==> config.mk <==
export PLATFORM = sky130hd
export DESIGN_NAME = rfc_core
export DESIGN_NICKNAME = d
export VERILOG_FILES = /design/src/common/rfc_pkg.sv /design/src/hdl/rfc_core.sv
export SDC_FILE = /design/constraint.sdc
export NUM_CORES = 1
export LEC_CHECK = 0
export BUFFER_PORTS_ARGS = -buffer_cell sky130_fd_sc_hd__buf_2
export CAP_MARGIN = 20
export CORE_MARGIN = 2
export CORE_UTILIZATION = 55
export DETAILED_ROUTE_END_ITERATION = 8
export PLACE_DENSITY = 0.74
export SYNTH_ARGS = -nofsm -noshare
export SYNTH_HDL_FRONTEND = slang
export SYNTH_SLANG_ARGS = --single-unit
==> constraint.sdc <==
create_clock -name i_clk -period 3.8 [get_ports i_clk]
set_clock_uncertainty 0.2 [all_clocks]
set_input_delay 0.19 -clock i_clk [delete_from_list [all_inputs] [get_ports i_clk]]
set_output_delay 0.19 -clock i_clk [all_outputs]
set_load 0.01 [all_outputs]
==> src/common/rfc_pkg.sv <==
`default_nettype none
package rfc_pkg;
	// Register addresses on the plain host port
	localparam logic [5:0] RFC_A_COMMAND = 6'h01;
	localparam logic [5:0] RFC_A_MAIN_EN = 6'h02;
	localparam logic [5:0] RFC_A_MISC_EN = 6'h03;
	localparam logic [5:0] RFC_A_MAIN_FLAG = 6'h04;
	localparam logic [5:0] RFC_A_MISC_FLAG = 6'h05;
	localparam logic [5:0] RFC_A_ERROR = 6'h06;
	localparam logic [5:0] RFC_A_STATUS = 6'h07;
	localparam logic [5:0] RFC_A_DATA = 6'h09;
	localparam logic [5:0] RFC_A_LEVEL = 6'h0A;
	localparam logic [5:0] RFC_A_THRESH = 6'h0B;
	localparam logic [5:0] RFC_A_CONTROL = 6'h0C;
	localparam logic [5:0] RFC_A_MODE = 6'h11;
	localparam logic [5:0] RFC_A_CRC_HI = 6'h21;
	localparam logic [5:0] RFC_A_CRC_LO = 6'h22;
	localparam logic [5:0] RFC_A_TMODE = 6'h2A;
	localparam logic [5:0] RFC_A_TDIV_LO = 6'h2B;
	localparam logic [5:0] RFC_A_RELOAD_HI = 6'h2C;
	localparam logic [5:0] RFC_A_RELOAD_LO = 6'h2D;
	localparam logic [5:0] RFC_A_COUNT_HI = 6'h2E;
	localparam logic [5:0] RFC_A_COUNT_LO = 6'h2F;
	// Field positions
	localparam int RFC_B_FLUSH = 7;
	localparam int RFC_B_SET = 7;
	localparam int RFC_B_STOP = 7;
	localparam int RFC_B_START = 6;
	localparam int RFC_B_MSB_FIRST = 7;
	localparam int RFC_B_AUTO = 7;
	localparam int RFC_B_RESTART = 4;
	localparam int RFC_B_OVFL = 4;
	localparam int RFC_F_TIMER = 0;
	localparam int RFC_F_ERR = 1;
	localparam int RFC_F_LO = 2;
	localparam int RFC_F_HI = 3;
	localparam int RFC_F_IDLE = 4;
	localparam int RFC_F_RX = 5;
	localparam int RFC_F_TX = 6;
	localparam int RFC_F_CRC = 2;
	localparam int RFC_S_LO = 0;
	localparam int RFC_S_HI = 1;
	localparam int RFC_S_TRUN = 3;
	localparam int RFC_S_IRQ = 4;
	localparam int RFC_S_CRC_RDY = 5;
	// Commands
	localparam logic [3:0] RFC_CMD_IDLE = 4'h0;
	localparam logic [3:0] RFC_CMD_CRC = 4'h3;
	// Checksum constants
	localparam logic [15:0] RFC_POLY_MSB = 16'h1021;
	localparam logic [15:0] RFC_POLY_LSB = 16'h8408;
	localparam logic [15:0] RFC_PRESET_0 = 16'h0000;
	localparam logic [15:0] RFC_PRESET_1 = 16'h6363;
	localparam logic [15:0] RFC_PRESET_2 = 16'hA671;
	localparam logic [15:0] RFC_PRESET_3 = 16'hFFFF;
	typedef enum logic {RFC_T_STOP = 1'b0, RFC_T_RUN = 1'b1} rfc_tstate_t;
	typedef struct packed {
		logic [5:0] addr;
		logic [7:0] wdata;
		logic wr;
		logic rd;
	} rfc_bus_t;
endpackage
`default_nettype wire

==> src/hdl/rfc_core.sv <==
// The register addresses and the strobed register port were decided locally.
`timescale 1ns/1ns
`default_nettype none
module rfc_core
	import rfc_pkg::*;
#(
	parameter int DEPTH = 64
)(
	input wire logic i_clk,
	input wire logic i_rstn,
	input wire rfc_bus_t i_bus,
	output logic [7:0] o_rdata,
	input wire logic i_sm_push,
	input wire logic [7:0] i_sm_data,
	input wire logic i_sm_pop,
	output logic [7:0] o_sm_data,
	input wire logic i_tx_end,
	input wire logic i_rx_end,
	input wire logic i_cmd_done,
	input wire logic [7:0] i_err_set,
	output logic [3:0] o_command,
	output logic o_timer_active,
	output logic o_irq
);
	localparam int AW = $clog2(DEPTH);
	localparam logic [6:0] DEPTH7 = 7'(DEPTH);

	typedef struct packed {
		logic [DEPTH-1:0][7:0] mem;
		logic [AW-1:0] wp;
		logic [AW-1:0] rp;
		logic [6:0] count;
		logic ovfl;
		logic [7:0] err;
		logic [5:0] thr;
		logic lo_prev;
		logic hi_prev;
		logic [3:0] cmd;
		logic [6:0] main_en;
		logic [6:0] main_flag;
		logic misc_en;
		logic misc_flag;
		logic irq;
		logic msb_first;
		logic [1:0] preset_sel;
		logic crc_busy;
		logic crc_ready;
		logic [15:0] crc;
		logic t_auto;
		logic t_restart;
		logic [11:0] t_div;
		logic [15:0] t_reload;
		logic [15:0] t_count;
		logic [12:0] t_psc;
		rfc_tstate_t t_state;
		logic [7:0] rdata;
		logic [7:0] sm_q;
	} rfc_state_t;

	rfc_state_t s;
	rfc_state_t next_s;

	function automatic logic [15:0] rfc_crc_byte(input logic [15:0] c, input logic [7:0] d, input logic msb);
		logic [15:0] r;
		logic fb;
		r = c;
		for (int i = 0; i < 8; i++)
		begin
			if (msb)
			begin
				fb = r[15] ^ d[7 - i];
				r = {r[14:0], 1'b0} ^ (fb ? RFC_POLY_MSB : 16'h0000);
			end
			else
			begin
				fb = r[0] ^ d[i];
				r = {1'b0, r[15:1]} ^ (fb ? RFC_POLY_LSB : 16'h0000);
			end
		end
		return r;
	endfunction

	logic wr_hit;
	logic rd_hit;
	logic lo_now;
	logic hi_now;
	logic [7:0] head;
	logic [7:0] err_view;
	logic [15:0] preset_val;
	logic crc_pop;
	logic push_req;
	logic pop_req;
	logic do_push;
	logic do_pop;
	logic [7:0] push_byte;
	logic t_tick;
	logic t_start;
	logic t_stop;

	always_comb
	begin
		wr_hit = i_bus.wr;
		rd_hit = i_bus.rd;
		head = (s.count == 7'h00) ? 8'h00 : s.mem[s.rp];
		lo_now = s.count <= {1'b0, s.thr};
		hi_now = (DEPTH7 - s.count) <= {1'b0, s.thr};
		err_view = s.err;
		err_view[RFC_B_OVFL] = s.ovfl;
		case (s.preset_sel)
			2'b00: preset_val = RFC_PRESET_0;
			2'b01: preset_val = RFC_PRESET_1;
			2'b10: preset_val = RFC_PRESET_2;
			default: preset_val = RFC_PRESET_3;
		endcase
		// Checksum engine has first claim on the queue head; sharing is the host's concern
		crc_pop = s.crc_busy && (s.count != 7'h00);
		push_req = i_sm_push || (wr_hit && i_bus.addr == RFC_A_DATA);
		push_byte = i_sm_push ? i_sm_data : i_bus.wdata;
		pop_req = crc_pop || i_sm_pop || (rd_hit && i_bus.addr == RFC_A_DATA);
		do_push = push_req && (s.count != DEPTH7);
		do_pop = pop_req && (s.count != 7'h00);
		t_tick = (s.t_state == RFC_T_RUN) && (s.t_psc == 13'h0000);
		t_start = (wr_hit && i_bus.addr == RFC_A_CONTROL && i_bus.wdata[RFC_B_START])
			|| (i_tx_end && s.t_auto);
		t_stop = wr_hit && i_bus.addr == RFC_A_CONTROL && i_bus.wdata[RFC_B_STOP];
	end

	always_comb
	begin
		next_s = s;
		// Queue data path
		if (do_push)
		begin
			next_s.mem[s.wp] = push_byte;
			next_s.wp = s.wp + 1'b1;
		end
		if (do_pop)
			next_s.rp = s.rp + 1'b1;
		next_s.count = s.count + {6'h00, do_push} - {6'h00, do_pop};
		if (i_sm_pop)
			next_s.sm_q = head;
		// Host register writes
		if (wr_hit)
		begin
			case (i_bus.addr)
				RFC_A_COMMAND:
				begin
					next_s.cmd = i_bus.wdata[3:0];
					if (i_bus.wdata[3:0] != RFC_CMD_IDLE)
						next_s.err = 8'h00;
					if (i_bus.wdata[3:0] == RFC_CMD_CRC)
					begin
						next_s.crc_busy = 1'b1;
						next_s.crc_ready = 1'b0;
						next_s.crc = preset_val;
					end
				end
				RFC_A_MAIN_EN: next_s.main_en = i_bus.wdata[6:0];
				RFC_A_MISC_EN: next_s.misc_en = i_bus.wdata[RFC_F_CRC];
				RFC_A_MAIN_FLAG:
				begin
					if (i_bus.wdata[RFC_B_SET])
						next_s.main_flag = s.main_flag | i_bus.wdata[6:0];
					else
						next_s.main_flag = s.main_flag & ~i_bus.wdata[6:0];
				end
				RFC_A_MISC_FLAG:
				begin
					if (i_bus.wdata[RFC_F_CRC])
						next_s.misc_flag = i_bus.wdata[RFC_B_SET];
				end
				RFC_A_LEVEL:
				begin
					if (i_bus.wdata[RFC_B_FLUSH])
					begin
						next_s.wp = '0;
						next_s.rp = '0;
						next_s.count = 7'h00;
						next_s.ovfl = 1'b0;
					end
				end
				RFC_A_THRESH: next_s.thr = i_bus.wdata[5:0];
				RFC_A_MODE:
				begin
					next_s.msb_first = i_bus.wdata[RFC_B_MSB_FIRST];
					next_s.preset_sel = i_bus.wdata[1:0];
				end
				RFC_A_TMODE:
				begin
					next_s.t_auto = i_bus.wdata[RFC_B_AUTO];
					next_s.t_restart = i_bus.wdata[RFC_B_RESTART];
					next_s.t_div[11:8] = i_bus.wdata[3:0];
				end
				RFC_A_TDIV_LO: next_s.t_div[7:0] = i_bus.wdata;
				RFC_A_RELOAD_HI: next_s.t_reload[15:8] = i_bus.wdata;
				RFC_A_RELOAD_LO: next_s.t_reload[7:0] = i_bus.wdata;
				default: ;
			endcase
		end
		// Overflow set after the flush so a simultaneous event is kept
		if (push_req && s.count == DEPTH7)
			next_s.ovfl = 1'b1;
		next_s.err = next_s.err | (i_err_set & ~8'h10);
		// Checksum engine: one byte per cycle straight off the queue head
		if (crc_pop)
			next_s.crc = rfc_crc_byte(s.crc, head, s.msb_first);
		if (s.crc_busy && s.count == 7'h00)
		begin
			next_s.crc_busy = 1'b0;
			next_s.crc_ready = 1'b1;
			next_s.misc_flag = 1'b1;
			next_s.cmd = RFC_CMD_IDLE;
			next_s.main_flag[RFC_F_IDLE] = 1'b1;
		end
		if (i_cmd_done && s.cmd != RFC_CMD_IDLE)
		begin
			next_s.cmd = RFC_CMD_IDLE;
			next_s.main_flag[RFC_F_IDLE] = 1'b1;
		end
		// Timer: prescaler reloads with 2P so each tick spans 2P+1 cycles
		if (s.t_state == RFC_T_RUN)
		begin
			if (t_tick)
			begin
				next_s.t_psc = {s.t_div, 1'b0};
				if (s.t_count == 16'h0001)
				begin
					next_s.t_count = 16'h0000;
					next_s.main_flag[RFC_F_TIMER] = 1'b1;
					if (!s.t_restart)
						next_s.t_state = RFC_T_STOP;
				end
				else if (s.t_count == 16'h0000)
					next_s.t_count = s.t_reload;
				else
					next_s.t_count = s.t_count - 16'h0001;
			end
			else
				next_s.t_psc = s.t_psc - 13'h0001;
		end
		if (t_stop)
			next_s.t_state = RFC_T_STOP;
		else if (t_start)
		begin
			next_s.t_state = RFC_T_RUN;
			next_s.t_psc = {s.t_div, 1'b0};
			next_s.t_count = s.t_reload;
		end
		// Event flags: hardware set wins over a host clear in the same cycle
		if (i_tx_end)
			next_s.main_flag[RFC_F_TX] = 1'b1;
		if (i_rx_end)
			next_s.main_flag[RFC_F_RX] = 1'b1;
		if (err_view != 8'h00)
			next_s.main_flag[RFC_F_ERR] = 1'b1;
		next_s.lo_prev = lo_now;
		next_s.hi_prev = hi_now;
		if (lo_now && !s.lo_prev)
			next_s.main_flag[RFC_F_LO] = 1'b1;
		if (hi_now && !s.hi_prev)
			next_s.main_flag[RFC_F_HI] = 1'b1;
		next_s.irq = (|(next_s.main_flag & next_s.main_en)) || (next_s.misc_flag && next_s.misc_en);
		// Read data stands in the cycle after the strobe only
		next_s.rdata = 8'h00;
		if (rd_hit)
		begin
			case (i_bus.addr)
				RFC_A_COMMAND: next_s.rdata = {4'h0, s.cmd};
				RFC_A_MAIN_EN: next_s.rdata = {1'b0, s.main_en};
				RFC_A_MISC_EN: next_s.rdata = {5'h00, s.misc_en, 2'b00};
				RFC_A_MAIN_FLAG: next_s.rdata = {1'b0, s.main_flag};
				RFC_A_MISC_FLAG: next_s.rdata = {5'h00, s.misc_flag, 2'b00};
				RFC_A_ERROR: next_s.rdata = err_view;
				RFC_A_STATUS: next_s.rdata = {2'b00, s.crc_ready, s.irq, (s.t_state == RFC_T_RUN), 1'b0, hi_now, lo_now};
				RFC_A_DATA: next_s.rdata = head;
				RFC_A_LEVEL: next_s.rdata = {1'b0, s.count};
				RFC_A_THRESH: next_s.rdata = {2'b00, s.thr};
				RFC_A_MODE: next_s.rdata = {s.msb_first, 5'h00, s.preset_sel};
				RFC_A_CRC_HI: next_s.rdata = s.crc[15:8];
				RFC_A_CRC_LO: next_s.rdata = s.crc[7:0];
				RFC_A_TMODE: next_s.rdata = {s.t_auto, 2'b00, s.t_restart, s.t_div[11:8]};
				RFC_A_TDIV_LO: next_s.rdata = s.t_div[7:0];
				RFC_A_RELOAD_HI: next_s.rdata = s.t_reload[15:8];
				RFC_A_RELOAD_LO: next_s.rdata = s.t_reload[7:0];
				RFC_A_COUNT_HI: next_s.rdata = s.t_count[15:8];
				RFC_A_COUNT_LO: next_s.rdata = s.t_count[7:0];
				default: next_s.rdata = 8'h00;
			endcase
		end
	end

	always_ff @(posedge i_clk or negedge i_rstn)
	begin
		if (!i_rstn)
			s <= '0;
		else
			s <= next_s;
	end

	assign o_rdata = s.rdata;
	assign o_sm_data = s.sm_q;
	assign o_command = s.cmd;
	assign o_timer_active = (s.t_state == RFC_T_RUN);
	assign o_irq = s.irq;

	logic host_push_only;
	logic flush_wr;
	assign host_push_only = wr_hit && i_bus.addr == RFC_A_DATA && !i_sm_push && !pop_req;
	assign flush_wr = wr_hit && i_bus.addr == RFC_A_LEVEL && i_bus.wdata[RFC_B_FLUSH];
endmodule
`default_nettype wire

==> impl_metrics.toml <==
[power_and_ir_drop]
clock_group_share_of_total_power = 0.232
power.density_cell_area_mw_per_mm2 = 848.0
power.switching_fraction = 0.3689
power.share.sequential = 0.365
total_power_mw = 30.65
pwr-share-comb = 0.403
internal_power_mw = 19.34
net_load_switching_power_mw = 11.30
maximum_resistive_drop_on_vdd_mv = 0.5814
static-leakage-power_nw = 16.26

[status]
violations = "negative hold slack"
outcome = "finished with violations"

[sta]
final.setup.tns_ps = 0
post-route-period-util = 0.9655
timing.slew.headroom = 0.2915
grt_setup_unrepaired = "false"
finalWorstPathRequiredPeriod_ps = 3669
number_of_hold_violations_in_the_final_report = 2
timing.final.setup_violations = 0
slew_viol_final = 0
worst_hold_slack_ps = -14.26
actual_transition_at_the_worst_max_transition_pin_ps = 1040
max_freq_ghz = 0.2726

[placement]
gp_congestion = 0.9747
placedCellCount = 3718
numPortBuffers = 59
post-dp-hpwl_um = 59980

[route]
first_iteration_detailed_routing_drc_count = 2369
routed-via-count = 24239
final_antenna_net_count = 0
drc = 0
routed_via_density = 6.239
drt_first_pass_iters = 8
wire_per_inst_um = 22.86
wl_um = 88800

[cells_and_area]
areaGrowthSynthToFinish_pct = 13.00
drive_above_1_share = 0.1689
final_nets = 3133
finish.cell_count_without_fillers = 3885
n_antenna_cell = 0
post-route-util = 0.6276
filler_cell_count = 4399

[floorplan]
num_io_pins = 61
floorplan.core_area_mm2 = 0.05759
placement_row_count = 88
die_x_um = 245.1
die_footprint_mm2 = 0.06010
start_util = 0.5554
chipHeight_um = 245.1

[logic_synthesis]
yosys-top-cells-area = "sky130_fd_sc_hd__dfrtp_1, sky130_fd_sc_hd__o21ai_0, sky130_fd_sc_hd__mux4_2, sky130_fd_sc_hd__nand2_1, sky130_fd_sc_hd__mux4_1"
synth_top_area_share = 0.5203
dominantRegCellSynth = "sky130_fd_sc_hd__dfrtp_1"
ys.warnings.count = 0
postSynthCellCount = 2978
synth.most_common_cell = "sky130_fd_sc_hd__dfrtp_1"
synth_fp_nets = 3047
async_flop_share = 1.000
count_of_state_elements_after_synthesis = 665
synth_area_per_cell_um2 = 10.74
synth_enable_flop_cells = 0
synth-seq-area-share = 0.5203
synth.lib_cells_used.distinct = 94
syn_area_mm2 = 0.03198
synth.top_cells.by_count = "sky130_fd_sc_hd__dfrtp_1, sky130_fd_sc_hd__nand2_1, sky130_fd_sc_hd__o21ai_0, sky130_fd_sc_hd__nor2_1, sky130_fd_sc_hd__a21oi_1"
synth_largest_area_cell = "sky130_fd_sc_hd__dfrtp_1"

[critical_path]
startpoint_type = "flip-flop"
critical_path_peak_fanout = 23
timing.critical_path.to_type = "flip-flop"
critPathKind = "reg2reg"
cp_data_required_time_ps = 4100
worst_ep_arrival_time_ps = 3970

[grt]
grt_antenna_before_repair = 2
gr-usage-all-layers = 0.3016
number_of_global_route_vias_before_repair = 24315
largest_net_degree_at_the_start_of_global_routing = 93
gr-total-overflow = 0
grt_pass1_wl_um = 140100

[cts]
root_buffer = "sky130_fd_sc_hd__clkbuf_16"
cts-htree-levels = 3
tritoncts.num_buffers = 71
worst_skew_pair.late_latency_ps = 620
cts_max_path_buffers = 3
tritoncts_clock_tree = "built"
tritoncts_num_sinks = 665
cts.clk_slew.worst_paths_ps = 60

[flow_run]
cap_viol_max_count = 0

[min_path]
worstHoldPathType = "in2async"
-- cell usage in the layout (no fill, tap or decap), drive strengths merged, types with 37 or more instances in the layout --
master | synthesis | routed
a21oi | 208 | 208
buf | 81 | 205
clkbuf | 146 | 92
dfrtp | 665 | 665
mux2 | 56 | 56
mux2i | 37 | 37
mux4 | 135 | 135
nand2 | 499 | 499
nor2 | 254 | 254
o21ai | 419 | 419
xnor2 | 49 | 49
-- through the flow --
stage | hold slack, ps | worst slack, ps | cell area (µm²)
after global routing | 59.43 | 2.963 | 36140
final | -14.26 | 131.3 | 36140
after global placement | 62.03 | 54.21 | 33320
after floorplan | -305.6 | 287.0 | 31980
after CTS | 13.99 | 65.37 | 36100
after detailed placement | 71.71 | 79.86 | 33320
-- kinds of logic (layout without fill, tap and decap cells) --
logic type | after synthesis | after routing | synth area share
AOI/OAI and AO/OA | 795 | 795 | 0.1437
xor gates and xnor gates | 79 | 79 | 0.02402
adders and majority gates | 30 | 30 | 0.01197
buffers and inverters | 261 | 403 | 0.04409
DFF | 665 | 665 | 0.5203
muxes | 228 | 228 | 0.1321
and+or+nand+nor | 920 | 920 | 0.1237
-- power groups by stage --
| stage | registers [mW] | logic, mW | clock network (mW) |
|---|---|---|---|
| finish | 11.2 | 12.3 | 7.11 |
| global route | 11.4 | 13.4 | 7.49 |
| CTS | 11.1 | 12.2 | 7.18 |
| detailed placement | 11.2 | 12.0 | 0 |
| global placement | 11.0 | 11.6 | 0 |
| floorplan | 10.4 | 9.05 | 0 |
-- flip-flops by register name (all words and copies together) (netlist names) --
register        flops
o_rdata             8
o_irq               1
s                 635
o_sm_data           8
err_view            8
o_command           4
o_timer_active      1
-- worst paths after layout --
kind	startpoint	to	slack (ps)	depth (start not counted)
setup reg to reg	s[142]	s[82]	130	11
hold reg to reg	s[359]	s[359]	270	2
hold / removal	i_rstn	s[22]	-10	2
max in group asynchronous	i_rstn	s[334]	2230	3
min in group i_clk	i_bus[15]	s[96]	60	4
setup / recovery	s[142]	s[82]	130	11
-- routing by layer --
metal	track usage	vias up	part of all wire	routed length (µm)
li1	-	10739	-	-
met1	0.4222	12198	0.41	36580
met2	0.4704	1097	0.46	41140
met3	0.04822	203	0.082	7309
met4	0.1306	2	0.042	3761
met5	0	-	0.00015	13
-- final cells by class --
| type | count | area, µm² | share of cell area |
|---|---|---|---|
| clock buffer | 91 | 2004 | 0.05546 |
| clock inverter | 38 | 417.9 | 0.01156 |
| inverter | 33 | 123.9 | 0.003427 |
| multi-input combinational | 2052 | 14060 | 0.3889 |
| sequential | 665 | 16650 | 0.4607 |
| tap | 765 | 957.2 | 0.02648 |
| timing repair buffer | 241 | 1932 | 0.05345 |
-- critical path, cell delays in order (launching register included) --
cell                       delay (ps)
sky130_fd_sc_hd__dfrtp_4          480
sky130_fd_sc_hd__buf_12           230
sky130_fd_sc_hd__buf_4            200
sky130_fd_sc_hd__mux4_1           610
sky130_fd_sc_hd__a22oi_1          430
sky130_fd_sc_hd__nand3_1          150
sky130_fd_sc_hd__o21ai_0          120
sky130_fd_sc_hd__a211oi_2         220
sky130_fd_sc_hd__xnor2_2          260
sky130_fd_sc_hd__nor2_1           110
sky130_fd_sc_hd__a2111o_1         420
sky130_fd_sc_hd__and3_1           150
-- what timing repair did --
| item | 4_1_cts | 5_1_grt |
|---|---|---|
| hold buffers | 35 | 0 |
| endpoints found under the setup margin | 0 | 4 |
| buffers inserted | 0 | 2 |
| hold endpoints to repair | 333 | 0 |
| resized for setup | 0 | 4 |
Power figures use the tool's default switching activity.
